## config.mk

```make
export PLATFORM = sky130hd
export DESIGN_NAME = smcr_top
export DESIGN_NICKNAME = d
export VERILOG_FILES = /design/src/smcr_pkg.sv /design/src/smcr_top.sv
export VERILOG_INCLUDE_DIRS = /design/src /design/src/src
export SDC_FILE = /design/constraint.sdc
export NUM_CORES = 1
export LEC_CHECK = 0
export BUFFER_PORTS_ARGS = -buffer_cell sky130_fd_sc_hd__buf_2
export CAP_MARGIN = 25
export CORE_ASPECT_RATIO = 0.5
export CORE_MARGIN = 2
export CORE_UTILIZATION = 40
export CTS_CLUSTER_SIZE = 8
export DETAILED_ROUTE_END_ITERATION = 7
export MAX_ROUTING_LAYER = met4
export PLACE_DENSITY = 0.65
export SLEW_MARGIN = 20
export SYNTH_ARGS = -nofsm -noshare
export SYNTH_HDL_FRONTEND = slang
export SYNTH_SLANG_ARGS = --single-unit
export TNS_END_PERCENT = 1
```

## constraint.sdc

```tcl
create_clock -name clk_sys -period 18 [get_ports clk_sys]
set_clock_uncertainty 0.1 [all_clocks]
set_input_delay 2.7 -clock clk_sys [delete_from_list [all_inputs] [get_ports clk_sys]]
set_output_delay 2.7 -clock clk_sys [all_outputs]
set_load 0.01 [all_outputs]
```

## src/smcr_defs.svh

```systemverilog
// Offsets, field positions, reset values and codes of the supply monitor registers
`ifndef SMCR_DEFS_SVH
`define SMCR_DEFS_SVH
`define SMCR_OFS_SYNC   5'h00
`define SMCR_OFS_BOD    5'h04
`define SMCR_OFS_VREG   5'h08
`define SMCR_OFS_CLKSR  5'h0C
`define SMCR_OFS_LCFG   5'h10
`define SMCR_OFS_LRATIO 5'h14
`define SMCR_SYNC_BIT   0
`define SMCR_RDY_BIT    0
`define SMCR_LMODE_BIT  1
`define SMCR_LCFG_RST   32'h0000_0000
`define SMCR_B_SFV      31
`define SMCR_B_FCD      16
`define SMCR_B_CTRL     9:8
`define SMCR_B_THRESHOLD_HYSTERESIS     6
`define SMCR_B_LEVEL    5:0
`define SMCR_V_SFV      31
`define SMCR_V_REGULATOR_PULLDOWN    30
`define SMCR_V_CVAL     25
`define SMCR_V_IVAL     24
`define SMCR_V_CMASK    23
`define SMCR_V_CSTAT    22
`define SMCR_V_CEN      21
`define SMCR_V_IMASK    20
`define SMCR_V_ISTAT    19
`define SMCR_V_IEN      18
`define SMCR_V_DEEP     17
`define SMCR_V_FCD      16
`define SMCR_V_TRIM_VALUE    11:8
`define SMCR_V_ON       7
`define SMCR_V_OK       6
`define SMCR_V_EN       5
`define SMCR_V_SEL      2:0
`define SMCR_SEL_1V8    3'h0
`define SMCR_VREG_RST   16'h1408
`define SMCR_CTRL_OFF   2'h0
`define SMCR_CTRL_RST   2'h1
`define SMCR_CTRL_IRQ   2'h2
`endif

```

## src/smcr_pkg.sv

```systemverilog
// Types shared by the supply monitor register bank
package smcr_pkg;
   typedef struct packed {
      logic       store_final_lock;
      logic       fcd;
      logic [1:0] ctrl;
      logic       threshold_hysteresis;
      logic [5:0] level;
   } smcr_bod_t;
   typedef struct packed {
      logic       store_final_lock;
      logic       regulator_pulldown;
      logic       cMask;
      logic       cEn;
      logic       iMask;
      logic       iEn;
      logic       deep_mode_disable;
      logic       fcd;
      logic [3:0] trim;
      logic       en;
      logic [2:0] sel;
   } smcr_vreg_t;
   typedef struct packed {
      logic bodEvt;
      logic regGood;
      logic regOn;
      logic ioDetOn;
      logic coreDetOn;
      logic ioAbove;
      logic coreAbove;
   } smcr_ana_t;
   typedef enum logic [1:0] {
      SMCR_IDLE = 2'h0,
      SMCR_CAPT = 2'h1,
      SMCR_RDY  = 2'h3
   } smcr_sync_t;
endpackage

```

## src/smcr_top.sv

```systemverilog
// Supply monitor control registers behind an Avalon-MM slave
//
// Local design decisions: the Avalon-MM slave port and the placing of the registers.
`timescale 1ns/1ps
`include "smcr_defs.svh"

// Function
// Software writes the sync request before reading closed-loop config or ratio.
// After sync request, snapshot config and ratio, then raise loop ready flag.
// Brownout lock makes register read-only; cleared by non-brownout reset, calibration.
// Brownout calibration-done clears on non-brownout reset, sets after fuse load.
// Brownout calibration reruns after any reset when done flag clear, else non-brownout.
// Brownout mode: off, reset-capable, interrupt-only, reserved; interrupt needs unmask.
// Software changes brownout level only while the detector is off.
// Regulator lock makes register read-only; only power-on reset clears it.
// Threshold, detector status, regulator on and good bits ignore writes.
// Core threshold bit reads one when core rail above its detector threshold.
// Io threshold bit reads one when regulator input above its threshold.
// Power-on mask bit at one masks matching detector output.
// Power-on enable bit turns matching detector off at zero, on at one.
// Detector status bit reads one while that detector is active.
// Deep mode in low-power sleep unless deep-mode-disable bit is one.
// Regulator calibration-done clears on power-on, sets after trim load.
// Software leaves the regulator trim field unchanged.
// Regulator-on flag reads one while regulator enabled.
// Output-good flag reads one only once enabled regulator reached threshold.
// Power-on reset forces regulator enable to one.
// Output select field picks regulator level; default means 1.8V.
// Loop mode bit one selects closed loop, zero open loop.
// While a lock bit is set every write to that register is ignored.
module smcr_top (
   input  wire logic                   clk_sys,
   input  wire logic                   sys_rst,
   input  wire logic                   por_rst,
   input  wire logic                   rstByBrownout,
   input  wire logic [4:0]             avs_address,
   input  wire logic                   avs_read,
   input  wire logic                   avs_write,
   input  wire logic [31:0]            avs_writedata,
   input  wire logic [3:0]             avs_byteenable,
   output logic [31:0]                 avs_readdata,
   output logic                        avs_waitrequest,
   input  wire smcr_pkg::smcr_bod_t    fuseBod,
   input  wire logic [3:0]             fuseTrim,
   input  wire smcr_pkg::smcr_ana_t    anaRaw,
   input  wire logic                   bodIrqUnmasked,
   input  wire logic                   sleepLowPower,
   input  wire logic [31:0]            loopCfgLive,
   input  wire logic [31:0]            loopRatioLive,
   output smcr_pkg::smcr_bod_t         bodCfg,
   output smcr_pkg::smcr_vreg_t        vregCfg,
   output logic [31:0]                 loopCfgOut,
   output logic                        bodRstReq,
   output logic                        bodIrqReq,
   output logic                        regDeep,
   output logic                        regOutputGood
);

   logic                  rstAny;
   logic                  postRst_q;
   logic                  waitReq_q;
   logic [31:0]           rdData_q;
   logic [31:0]           rdMux;
   logic                  reqNew;
   logic                  wrAcc;
   logic [31:0]           beMask;
   logic                  selSync;
   logic                  selBod;
   logic                  selVreg;
   logic                  selClkSr;
   logic                  selLCfg;
   logic                  selLRatio;
   smcr_pkg::smcr_ana_t   meta_q;
   smcr_pkg::smcr_ana_t   anaS_q;
   smcr_pkg::smcr_bod_t   bod_q;
   smcr_pkg::smcr_bod_t   bod_d;
   smcr_pkg::smcr_bod_t   bodNew;
   smcr_pkg::smcr_bod_t   bodCalVal;
   smcr_pkg::smcr_vreg_t  vreg_q;
   smcr_pkg::smcr_vreg_t  vreg_d;
   smcr_pkg::smcr_vreg_t  vregNew;
   smcr_pkg::smcr_vreg_t  vregCalVal;
   logic [31:0]           bodWord;
   logic [31:0]           vregWord;
   logic [31:0]           bodWrWord;
   logic [31:0]           vregWrWord;
   logic [31:0]           lcfgWrWord;
   logic                  bodCal;
   logic                  vregCal;
   logic                  bodWrOk;
   logic                  vregWrOk;
   logic [31:0]           loopCfg_q;
   logic [31:0]           loopCfg_d;
   logic [31:0]           cfgSnap_q;
   logic [31:0]           ratioSnap_q;
   logic [31:0]           lcfgRd;
   logic                  closedLoop;
   logic                  syncReq;
   smcr_pkg::smcr_sync_t  sync_q;
   logic                  loopReady_q;
   logic                  bodRstReq_q;
   logic                  bodIrq_q;
   logic                  regDeep_q;
   logic                  okFlag_q;
   logic                  bodArmed;

   // Power-on reset must also clear everything a system reset clears
   assign rstAny = sys_rst | por_rst;

   // Analogue levels arrive asynchronously; only anaS_q is read
   always_ff @(posedge clk_sys or posedge rstAny) begin
      if (rstAny) begin
         meta_q <= '0;
         anaS_q <= '0;
      end else begin
         meta_q <= anaRaw;
         anaS_q <= meta_q;
      end
   end

   // One cycle after any reset release, calibration and lock clearing act
   always_ff @(posedge clk_sys or posedge rstAny) begin
      if (rstAny) begin
         postRst_q <= 1'b1;
      end else begin
         postRst_q <= 1'b0;
      end
   end

   // Bus: an access answers one cycle after it is presented, two if presented in the first cycle after reset release
   assign reqNew = (avs_read | avs_write) & waitReq_q & ~postRst_q;
   assign wrAcc = avs_write & ~waitReq_q;
   assign beMask = {{8{avs_byteenable[3]}}, {8{avs_byteenable[2]}},
                    {8{avs_byteenable[1]}}, {8{avs_byteenable[0]}}};

   assign selSync = (avs_address == `SMCR_OFS_SYNC);
   assign selBod = (avs_address == `SMCR_OFS_BOD);
   assign selVreg = (avs_address == `SMCR_OFS_VREG);
   assign selClkSr = (avs_address == `SMCR_OFS_CLKSR);
   assign selLCfg = (avs_address == `SMCR_OFS_LCFG);
   assign selLRatio = (avs_address == `SMCR_OFS_LRATIO);

   always_ff @(posedge clk_sys or posedge rstAny) begin
      if (rstAny) begin
         waitReq_q <= 1'b1;
         rdData_q <= 32'h0000_0000;
      end else begin
         waitReq_q <= ~reqNew;
         if (reqNew && avs_read) begin
            rdData_q <= rdMux;
         end
      end
   end

   assign avs_waitrequest = waitReq_q;
   assign avs_readdata = rdData_q;

   // Read side words
   assign bodWord = {bod_q.store_final_lock, 14'h0000, bod_q.fcd, 6'h00, bod_q.ctrl,
                     1'b0, bod_q.threshold_hysteresis, bod_q.level};
   // Live status bits are merged here, so writes cannot reach them
   assign vregWord = {vreg_q.store_final_lock, vreg_q.regulator_pulldown, 4'h0,
                      anaS_q.coreAbove,
                      anaS_q.ioAbove,
                      vreg_q.cMask,
                      anaS_q.coreDetOn,
                      vreg_q.cEn,
                      vreg_q.iMask,
                      anaS_q.ioDetOn,
                      vreg_q.iEn, vreg_q.deep_mode_disable, vreg_q.fcd, 4'h0, vreg_q.trim,
                      anaS_q.regOn,
                      okFlag_q,
                      vreg_q.en, 2'h0, vreg_q.sel};

   // Closed loop: the live fields read back only via the snapshot
   assign closedLoop = loopCfg_q[`SMCR_LMODE_BIT];
   assign lcfgRd = closedLoop ? {cfgSnap_q[31:8], loopCfg_q[7:0]} : loopCfg_q;

   // Unmapped offsets and the write-only sync word read as zero
   assign rdMux = selBod    ? bodWord :
                  selVreg   ? vregWord :
                  selClkSr  ? {31'h0000_0000, loopReady_q} :
                  selLCfg   ? lcfgRd :
                  selLRatio ? ratioSnap_q :
                  32'h0000_0000;

   assign bodWrWord = (bodWord & ~beMask) | (avs_writedata & beMask);
   assign vregWrWord = (vregWord & ~beMask) | (avs_writedata & beMask);
   assign lcfgWrWord = (loopCfg_q & ~beMask) | (avs_writedata & beMask);

   // Brownout register
   assign bodNew.store_final_lock = bodWrWord[`SMCR_B_SFV];
   assign bodNew.fcd = bodWrWord[`SMCR_B_FCD];
   assign bodNew.ctrl = bodWrWord[`SMCR_B_CTRL];
   assign bodNew.threshold_hysteresis = bodWrWord[`SMCR_B_THRESHOLD_HYSTERESIS];
   assign bodNew.level = bodWrWord[`SMCR_B_LEVEL];

   assign bodCalVal.store_final_lock = 1'b0;
   assign bodCalVal.fcd = 1'b1;
   assign bodCalVal.ctrl = fuseBod.ctrl;
   assign bodCalVal.threshold_hysteresis = fuseBod.threshold_hysteresis;
   assign bodCalVal.level = fuseBod.level;

   // A brownout reset keeps the calibration once it is done
   assign bodCal = postRst_q & (~bod_q.fcd | ~rstByBrownout);
   assign bodWrOk = wrAcc & selBod & ~bod_q.store_final_lock;
   assign bod_d = bodCal  ? bodCalVal :
                  bodWrOk ? bodNew :
                  bod_q;

   // Survives system resets; only power-on clears it outright
   always_ff @(posedge clk_sys or posedge por_rst) begin
      if (por_rst) begin
         bod_q <= '0;
      end else begin
         bod_q <= bod_d;
      end
   end

   // Regulator register; status bits are not stored here
   assign vregNew.store_final_lock = vregWrWord[`SMCR_V_SFV];
   assign vregNew.regulator_pulldown = vregWrWord[`SMCR_V_REGULATOR_PULLDOWN];
   assign vregNew.cMask = vregWrWord[`SMCR_V_CMASK];
   assign vregNew.cEn = vregWrWord[`SMCR_V_CEN];
   assign vregNew.iMask = vregWrWord[`SMCR_V_IMASK];
   assign vregNew.iEn = vregWrWord[`SMCR_V_IEN];
   assign vregNew.deep_mode_disable = vregWrWord[`SMCR_V_DEEP];
   assign vregNew.fcd = vregWrWord[`SMCR_V_FCD];
   // Trim stays writable; production values should be left alone
   assign vregNew.trim = vregWrWord[`SMCR_V_TRIM_VALUE];
   assign vregNew.en = vregWrWord[`SMCR_V_EN];
   assign vregNew.sel = vregWrWord[`SMCR_V_SEL];

   always_comb begin
      vregCalVal = vreg_q;
      vregCalVal.trim = fuseTrim;
      vregCalVal.fcd = 1'b1;
   end

   // Done flag drops at power-on or on a write of zero; while it is set, resets skip this
   assign vregCal = postRst_q & ~vreg_q.fcd;
   assign vregWrOk = wrAcc & selVreg & ~vreg_q.store_final_lock;
   assign vreg_d = vregCal  ? vregCalVal :
                   vregWrOk ? vregNew :
                   vreg_q;

   always_ff @(posedge clk_sys or posedge por_rst) begin
      if (por_rst) begin
         vreg_q <= smcr_pkg::smcr_vreg_t'(`SMCR_VREG_RST);
      end else begin
         vreg_q <= vreg_d;
      end
   end

   // Loop configuration; coarse and fine are frozen in closed loop
   assign loopCfg_d = closedLoop ? {loopCfg_q[31:8], lcfgWrWord[7:0]} : lcfgWrWord;

   always_ff @(posedge clk_sys or posedge rstAny) begin
      if (rstAny) begin
         loopCfg_q <= `SMCR_LCFG_RST;
      end else if (wrAcc && selLCfg) begin
         loopCfg_q <= loopCfg_d;
      end
   end

   // Readback sync: request, one capture cycle, then ready
   assign syncReq = wrAcc & selSync & avs_byteenable[0]
                    & avs_writedata[`SMCR_SYNC_BIT];

   always_ff @(posedge clk_sys or posedge rstAny) begin
      if (rstAny) begin
         sync_q <= smcr_pkg::SMCR_IDLE;
         loopReady_q <= 1'b0;
         cfgSnap_q <= 32'h0000_0000;
         ratioSnap_q <= 32'h0000_0000;
      end else begin
         case (sync_q)
            smcr_pkg::SMCR_IDLE, smcr_pkg::SMCR_RDY: begin
               if (syncReq) begin
                  sync_q <= smcr_pkg::SMCR_CAPT;
                  loopReady_q <= 1'b0;
               end
            end
            smcr_pkg::SMCR_CAPT: begin
               // New request during capture simply restarts it
               cfgSnap_q <= loopCfgLive;
               ratioSnap_q <= loopRatioLive;
               sync_q <= syncReq ? smcr_pkg::SMCR_CAPT : smcr_pkg::SMCR_RDY;
               loopReady_q <= ~syncReq;
            end
            default: begin
               sync_q <= smcr_pkg::SMCR_IDLE;
            end
         endcase
      end
   end

   // Analogue controls and event outputs, all registered
   assign bodArmed = (bod_q.ctrl == `SMCR_CTRL_RST) | (bod_q.ctrl == `SMCR_CTRL_IRQ);

   always_ff @(posedge clk_sys or posedge rstAny) begin
      if (rstAny) begin
         bodRstReq_q <= 1'b0;
         bodIrq_q <= 1'b0;
         regDeep_q <= 1'b0;
         okFlag_q <= 1'b0;
      end else begin
         bodRstReq_q <= anaS_q.bodEvt & (bod_q.ctrl == `SMCR_CTRL_RST);
         bodIrq_q <= anaS_q.bodEvt & bodArmed & bodIrqUnmasked;
         regDeep_q <= sleepLowPower & ~vreg_q.deep_mode_disable;
         okFlag_q <= anaS_q.regGood & vreg_q.en;
      end
   end

   assign bodRstReq = bodRstReq_q;
   assign bodIrqReq = bodIrq_q;
   assign regDeep = regDeep_q;
   assign regOutputGood = okFlag_q;
   assign bodCfg = bod_q;
   assign vregCfg = vreg_q;
   assign loopCfgOut = loopCfg_q;
endmodule

```

==> results of run 1 <==
## cell type report
| type | instances | area (µm²) | share of cell area, % |
|---|---|---|---|
| flip-flops and latches | 170 | 4260 | 45.8 |
| multi-input cells | 363 | 2910 | 31.3 |
| repair buffers | 229 | 1180 | 12.7 |
| clock buffers | 18 | 429 | 4.61 |
| well taps | 234 | 293 | 3.15 |
| clock inverters | 14 | 184 | 1.98 |
| inverters | 11 | 41.3 | 0.444 |
| diodes | 2 | 5.00 | 0.0538 |
## through the flow
step	total power, µW	cells	util (%)
final	1150	1041	52.7
after detailed placement	777	1006	49.0
after CTS	1160	1038	52.5
after global placement	764	1006	49.0
after floorplan	686	577	-
after global routing	1210	1041	52.7
## metal layers
layer / vias to the layer above / GRT usage (%) / routed length (µm)
li1: 2548 / - / -
met1: 2801 / 30.4 / 9780
met2: 150 / 35.7 / 10200
met3: 21 / 5.53 / 1170
met4: 0 / 7.34 / 265
met5: - / - / 0
## cells by family after synthesis
family,share of synthesized area (%)
AOI/OAI and AO/OA,10.3
adders and majority gates,0.513
buffers and inverters,2.46
DFF,58.2
muxes,20.8
other,0.0512
and+or+nand+nor,7.63
## how the worst max path moves through the flow
stage          cells past startpoint                         end  slack (ns)      startpoint
6_report                           5                   flip-flop       13.34  avs_address[4]
5_1_grt                            5                   flip-flop       13.35  avs_address[4]
4_1_cts                            4  asynchronous set/reset pin       13.21         por_rst
3_5_place_dp                       4               cfgSnap_q[14]       12.75         por_rst
3_3_place_gp                       4  asynchronous set/reset pin       12.78         por_rst
2_1_floorplan                      1  asynchronous set/reset pin        6.73         sys_rst
## critical path: stages
cell and delay, ns:
buf_2 0.17, or3_4 0.45, nor4_1 0.65, and3_1 0.51, mux2_2 0.38
## layout by cell type (no fill, tap or decap), drive strengths merged, types with 2 or more instances in the layout
cell type / synthesis / routed
a31oi: 11 / 11
a21oi: 36 / 36
ha: 3 / 3
or3: 2 / 2
and2: 3 / 3
nand2: 17 / 17
a22o: 5 / 5
nand4: 3 / 3
a222oi: 4 / 4
nand2b: 6 / 6
clkinv: 0 / 4
bufinv: 0 / 3
nor2: 43 / 43
and3b: 2 / 2
a22oi: 27 / 27
nor4: 5 / 5
dfrtp: 165 / 165
buf: 12 / 229
a211oi: 2 / 2
nor2b: 4 / 4
mux2i: 14 / 14
dfstp: 5 / 5
nand3: 2 / 2
and3: 4 / 4
o22ai: 15 / 15
clkbuf: 21 / 18
mux2: 123 / 123
nor3: 7 / 7
diode: 0 / 2
o21ai: 13 / 13
inv: 11 / 17
## power breakdown
part	internal, µW	switching [µW]	total [µW]	leakage (µW)
Clock	222	162	385	0.000298
Sequential	473	51.3	524	0.00213
Combinational	129	114	243	0.00217
==> impl_metrics.tcl, run 1 <==
set metrics [dict create \
    rsz0062_at_grt "false" \
    core-area_mm2 0.0177 \
    rrSetupSlack_ns 15.63 \
    ant_nets 0 \
    slew_headroom_pct 24.3 \
    wl_per_cell_um 20.5 \
    p_per_area_mw_per_mm2 124 \
    yosysTopAreaCell "dfrtp_1" \
    htreeDepth 4 \
    hpwl_um 15100 \
    min_from "meta_q[0]" \
    drc_errors 0 \
    syn_to_final_growth_pct 27.1 \
    critPathMaxFanout 12 \
    worst_pin_slew_ns 1.13 \
    r2r_start "avs_waitrequest" \
    die_area_mm2 0.0195 \
    synth_seq_area_share_pct 58.2 \
    ys_ff_latch 170 \
    synth_ff_type "dfrtp_1" \
    yosysMostFrequentCell "dfrtp_1" \
    cap_violations 0 \
    ys_warn_count 0 \
    ctsHoldBuffers 0 \
    setup.worst_path.start_class "input pin" \
    die_x_um 195 \
    min_to "anaS_q[0]" \
    fillers 1622 \
    root_buffer "clkbuf_16" \
    grt_pass1_wl_um 32800 \
    ioPinCount 231 \
    finalCriticalPeriod_ns 4.66 \
    layout.nets 930 \
    drtIter0Drc 273 \
    hold_ws_ns 0.253 \
    num_rows 34 \
    arrival_ns 4.87 \
    fmax_ghz 0.215 \
    syn_inst 577 \
    syn_area_mm2 0.00732 \
    end_kind "flip-flop" \
    avgSynthCellArea_um2 12.7 \
    gr-total-overflow 0 \
    r2r_cells 4 \
    placed_cell_area_mm2 0.00866 \
    start_util_pct 41.5 \
    cts_setup_buffers 0 \
    syn_nets 715 \
    worstHoldPathType "flip-flop to flip-flop" \
    post_cts_resized 0 \
    cts_tree "yes" \
    cp.required_ns 18.21 \
    final-setup-viol-count 0 \
    final_area_mm2 0.00930 \
    vias_per_cell 5.30 \
    drt_pass1_iterations 5 \
    clk_pin_slew_ns 0.07 \
    cts_inserted_buffers 17 \
    synth_area_leaders "dfrtp_1 (56%), mux2_2 (19%), a22oi_1 (2.8%)" \
    vias 5520 \
    synth_edf_count 0 \
    hold_depth 0 \
    power.leakage_uw 0.00460 \
    cts.sinks 170 \
    critPathKind "input pin to flip-flop" \
    grt.total_usage_pct 23.2 \
    grt_start_max_net_pins 60 \
    synth.top_cells.by_count "dfrtp_1 (165), mux2_2 (122), nor2_1 (43), a21oi_1 (36), a22oi_1 (27)" \
    slew_viol_final 0 \
    finalCritPeriodShare_pct 25.9 \
    grt_pass1_vias 5741 \
    layout-drive-gt1-share_pct 50.1 \
    worst_slack_ns 13.34 \
    fp.dieH_um 99.6 \
    ys_async_sr_fraction_pct 100 \
    ir_drop_v 0.0000768 \
    fin_setup_tns_ns 0 \
    port_buffers 220 \
    worstSkewPairLatency_ns 0.42 \
    clockBufferDepth 2 \
    yosysTopAreaCellShare_pct 56.4 \
    final_hold_viol_count 0 \
    place_congestion 0.882 \
    synth_cell_types 49 \
    status "finished clean" \
    routed_wirelength_um 21400 \
    antenna_found_initial 2 \
    place_ws_ns 12.75 \
]
Power figures use the tool's default switching activity.
==> inputs of run 2 (changes only) <==
PLACE_DENSITY = 0.68   (was 0.65)
clock period = 4.24 ns   (was 18 ns; I/O delays follow)
==> run 2 against run 1 <==
  * Via count increased by 0.80%
  * First-iteration DRC count up 1.5%
  * Utilization is 0.31 points lower
  * Cell area decreased by 0.59%
  * Routed wire length about the same
  * Combinational power grew to 4.3 times the previous value
  * Critical path depth unchanged
  * Flip-flop and latch count did not move
  * Register-to-register slack lost 14 ns
  * Sequential share of layout area increased by 0.26 points
  * Sequential power grew to 4.3 times the previous value
==> impl_metrics.tcl, run 2 (synthesis results as in run 1) <==
set metrics [dict create \
    final-setup-viol-count 0 \
    hpwl_um 14800 \
    setup.worst_path.start_class "input pin" \
    vias_per_cell 5.36 \
    arrival_ns 2.68 \
    cp.required_ns 4.45 \
    grt.total_usage_pct 23.4 \
    finalCriticalPeriod_ns 2.47 \
    ioPinCount 231 \
    layout-drive-gt1-share_pct 49.5 \
    power.leakage_uw 0.00457 \
    multiInputGateArea_mm2 0.00290 \
    vias 5564 \
    clk_pin_slew_ns 0.07 \
    root_buffer "clkbuf_16" \
    ff_latch_area_mm2 0.00426 \
    ctsHoldBuffers 0 \
    worstHoldPathType "input pin to asynchronous set/reset pin" \
    p_per_area_mw_per_mm2 522 \
    clockBufferDepth 2 \
    port_buffers 220 \
    drtIter0Drc 277 \
    fillers 1582 \
    slew_headroom_pct 35.6 \
    num_rows 34 \
    place_inst 1007 \
    critPathMaxFanout 12 \
    wl_per_cell_um 20.6 \
    grt_pass1_wl_um 33500 \
    status "finished clean" \
    cts_setup_buffers 0 \
    place_congestion 0.854 \
    antenna_found_initial 0 \
    drt_pass1_iterations 5 \
    finalCritPeriodShare_pct 58.3 \
    worstSkewPairLatency_ns 0.43 \
    die_area_mm2 0.0195 \
    routed_wirelength_um 21400 \
    cts_inserted_buffers 17 \
    final_cell_mix "buf_2 (220), dfrtp_1 (165), mux2_2 (122)" \
    cts_tree "yes" \
    antenna_cells 0 \
    layout_commonest_cell "buf_2" \
    htreeDepth 4 \
    start_util_pct 41.5 \
    fp.dieH_um 99.6 \
    cap_violations 0 \
    fin_cells 1038 \
    post_cts_resized 0 \
    ir_drop_v 0.000277 \
    syn_to_final_growth_pct 26.4 \
    ant_nets 0 \
    gr-total-overflow 0 \
    slew_viol_final 0 \
    rsz0062_at_grt "false" \
    worst_pin_slew_ns 0.963 \
    critPathKind "input pin to flip-flop" \
    fin_setup_tns_ns 0 \
    final_hold_viol_count 0 \
    layout.nets 930 \
    fmax_ghz 0.405 \
    cts.sinks 170 \
    grt_pass1_vias 5742 \
    core-area_mm2 0.0177 \
    end_kind "flip-flop" \
    drc_errors 0 \
    grt_start_max_net_pins 144 \
    die_x_um 195 \
]
run 2: report_power, final:
group	internal [µW]	switching, µW	leakage, µW	total, µW
clock	875	680	0.000271	1560
combinational	548	492	0.00217	1040
sequential	2010	229	0.00213	2240
total	3430	1400	0.00457	4830
run 2: per-layer routing:
metal | GRT usage (%) | up-vias | part of all wire [%]
met2 | 37.6 | 187 | 49
li1 | - | 2540 | -
met4 | 6.52 | 0 | 1.4
met5 | - | - | 0
met3 | 4.20 | 23 | 4.5
met1 | 30.9 | 2814 | 45
run 2: final timing paths:
path | start | endpoint | slack [ns] | cells past startpoint
worst min register to register | meta_q[0] | anaS_q[0] | 0.25 | 0
worst max-delay path | avs_address[4] | flip-flop | 1.77 | 5
worst min-delay path | por_rst | asynchronous set/reset pin | 0.21 | 3
worst max register to register | flip-flop | flip-flop | 1.81 | 4
min in group clk_sys | anaRaw[3] | meta_q[3] | 0.21 | 1
max in group asynchronous | por_rst | ratioSnap_q[12] | 2.99 | 3
run 2: final cells by class:
| class | instances | share of cell area [%] |
|---|---|---|
| sequential | 170 | 46.1 |
| clock buffer | 19 | 4.68 |
| tap | 234 | 3.17 |
| clock inverter | 12 | 1.52 |
| timing repair buffer | 229 | 12.8 |
| inverter | 11 | 0.446 |
| multi-input combinational | 363 | 31.3 |
run 2: metrics by stage:
stage	worst slack [ns]	hold slack (ns)	util, %	power [µW]	area [µm²]
finish	1.77	0.212	52.4	4830	9250
global route	1.66	0.197	52.4	5070	9250
CTS	1.79	0.198	52.4	4870	9250
detailed placement	1.36	0.235	49.1	3310	8670
global placement	1.41	0.234	49.1	3250	8670
floorplan	0.729	0.231	-	2910	7330
run 2: critical path, stage by stage:
cell and delay, ns:
buf_2 0.17, or3_4 0.44, nor4_1 0.59, and3_1 0.46
mux2_2 0.37
==> inputs of run 3 (changes only) <==
ABC_AREA = 1   (was default)
PLACE_DENSITY = 0.67   (was 0.68)
clock period = 2.09 ns   (was 4.24 ns; I/O delays follow)
==> run 3 against run 2 <==
  * Critical path depth rose by 4
  * Synthesized cell count grew 68%
  * Die area is 6.4% higher
  * Worst hold slack worse by 0.20 ns
  * First-iteration DRC count increased by 85%
  * Highest routed layer unchanged
==> impl_metrics.tcl, run 3 <==
set metrics [dict create \
    status "finished clean" \
    final_area_mm2 0.0106 \
    start_util_pct 40.5 \
    syn_inst 967 \
    layout_commonest_cell "nand2_1" \
    ff_latch_area_mm2 0.00426 \
    synth_ff_type "dfrtp_1" \
    crit_path_start "avs_write" \
    grt_pass1_vias 7283 \
    yosysTopAreaCellShare_pct 52.9 \
    drtIter0Drc 512 \
    cp_top_family "simple AND/OR/NAND/NOR gates" \
    post_cts_resized 0 \
    cp_common_cell "nand2_1" \
    yosysTopAreaCell "dfrtp_1" \
    synth_edf_count 0 \
    die_area_mm2 0.0207 \
    crit_buf_inv 4 \
    place_ws_ns 0.198 \
    worst_slack_ns 0.164 \
    final_cell_mix "nand2_1 (376), buf_2 (220), dfrtp_1 (164)" \
    vias 7584 \
    synth_cell_types 30 \
    grt_pass1_wl_um 39200 \
    end_kind "flip-flop" \
    worstSkewPairLatency_ns 0.44 \
    finalCriticalPeriod_ns 1.93 \
    syn_nets 1105 \
    die_x_um 201 \
    fmax_ghz 0.519 \
    antenna_found_initial 1 \
    layout-drive-gt1-share_pct 25.7 \
    p_per_area_mw_per_mm2 892 \
    htreeDepth 4 \
    port_buffers 220 \
    cts.sinks 170 \
    ir_drop_v 0.000517 \
    hpwl_um 17900 \
    grt_start_max_net_pins 74 \
    multiInputGateArea_mm2 0.00294 \
    num_rows 36 \
    core-area_mm2 0.0193 \
    finalCritPeriodShare_pct 92.2 \
    finalPower_uw 9460 \
    ys_async_sr_fraction_pct 100 \
    rrSetupSlack_ns 0.22 \
    drt_pass1_iterations 8 \
    yosysMostFrequentCell "nand2_1" \
    synth_area_leaders "dfrtp_1 (53%), nand2_1 (18%), nand3_1 (5.6%)" \
    slew_viol_final 0 \
    worstHoldPathType "input pin to flip-flop" \
    cts_tree "yes" \
    wl_per_cell_um 16.3 \
    setup.worst_path.start_class "input pin" \
    placed_cell_area_mm2 0.00931 \
    fillers 1824 \
    slew_headroom_pct 62.0 \
    gr-total-overflow 0 \
    place_congestion 0.908 \
    ant_nets 0 \
    final_hold_viol_count 0 \
    syn_area_mm2 0.00780 \
    routed_wirelength_um 25200 \
    cts_setup_buffers 0 \
    clk_pin_slew_ns 0.07 \
    cap_violations 0 \
    worstPathCellList "dlygate4sd3_1 > buf_2 > inv_1 > nor2_4 > inv_2 > nor3_4 > nand2_1 > nand2_1 > o21ai_1" \
    cts_inserted_buffers 17 \
    power.leakage_uw 0.00574 \
    syn_to_final_growth_pct 36.0 \
    synth.top_cells.by_count "nand2_1 (376), dfrtp_1 (165), inv_1 (97), nand3_1 (87), o21ai_0 (82)" \
    root_buffer "clkbuf_16" \
    cp.required_ns 2.31 \
    avgSynthCellArea_um2 8.06 \
    drc_errors 0 \
    critPathMaxStageDelay_ns 0.53 \
    clockBufferDepth 2 \
    cp_num_cells 9 \
    cp_slowest_cell "dlygate4sd3_1" \
    layout.nets 1402 \
    worst_pin_slew_ns 0.571 \
    critPathKind "input pin to flip-flop" \
    fp.dieH_um 103 \
    final-setup-viol-count 0 \
    vias_per_cell 4.91 \
    grt.total_usage_pct 25.6 \
    ioPinCount 231 \
    ys_ff_latch 170 \
    r2r_cells 4 \
    arrival_ns 2.14 \
    synth_seq_area_share_pct 54.6 \
    rsz0062_at_grt "false" \
    critPathMaxFanout 13 \
    ys_warn_count 0 \
]
==> run 3: cell count changes in the layout (fill, tap and decap cells not counted), sizes merged, moves of 22 or more <==
| cell | previous run | this run |
|---|---|---|
| nand2 | 17 | 382 |
| mux2 | 123 | 0 |
| o21ai | 13 | 113 |
| nand3 | 2 | 94 |
| inv | 16 | 105 |
| dlygate4sd3 | 0 | 71 |
| a21oi | 36 | 6 |
| a22oi | 27 | 0 |
| buf | 229 | 251 |
==> run 3: cells by family after synthesis <==
group	synth area share (%)
flops	54.6
compound gates	7.91
buf+inv	7.91
fa+ha+maj	0.481
other cells	0.0481
simple gates	29.0
==> run 3: report_power, final <==
part	internal, µW	leakage, µW	switching [µW]	total (µW)
combinational	720	0.00326	1250	1970
sequential	3960	0.00220	341	4300
clock	1790	0.000278	1400	3190
==> run 3: tightest hold or removal path, stage by stage <==
cell,delay (ns)
buf_2,0.07
nand3_1,0.07
nand2_1,0.07
==> run 3: metal layers <==
metal	GRT usage [%]	up-vias	wire [µm]
met5	-	-	0
met4	8.20	0	450
li1	-	3627	-
met2	38.4	260	11400
met3	5.28	38	1710
met1	35.0	3659	11700
==> run 3: layout make-up <==
cell class / count / share of cell area (%)
clock inverter: 14 / 1.40
timing repair buffer: 322 / 19.7
sequential: 170 / 40.2
inverter: 104 / 3.68
tap: 266 / 3.14
antenna: 1 / 0.0236
clock buffer: 18 / 4.14
multi-input combinational: 649 / 27.7
==> run 3: metrics by stage <==
stage / TNS [ns] / cells / util [%] / hold slack, ns
floorplan: -155.67 / 967 / - / 0.231
global placement: 0 / 1440 / 48.3 / 0.208
detailed placement: 0 / 1440 / 48.3 / 0.218
CTS: 0 / 1543 / 55.0 / 0.000179
global route: 0 / 1544 / 55.0 / 0.00281
finish: 0 / 1544 / 55.0 / 0.0154
==> run 3: what timing repair did <==
item | in CTS | in global routing
hold buffers | 71 | 0
setup endpoints to repair | 0 | 0
endpoints found under the hold margin | 96 | 0
==> run 3: how the worst min path moves through the flow <==
stage	start	end	slack [ns]	depth (start not counted)
finish	avs_writedata[28]	flip-flop	0.02	3
global route	loopRatioLive[9]	ratioSnap_q[9]	0.003	3
CTS	avs_writedata[7]	flip-flop	0.0002	3
detailed placement	sys_rst	meta_q[3]	0.22	2
global placement	sys_rst	meta_q[3]	0.21	2
floorplan	meta_q[0]	anaS_q[0]	0.23	0
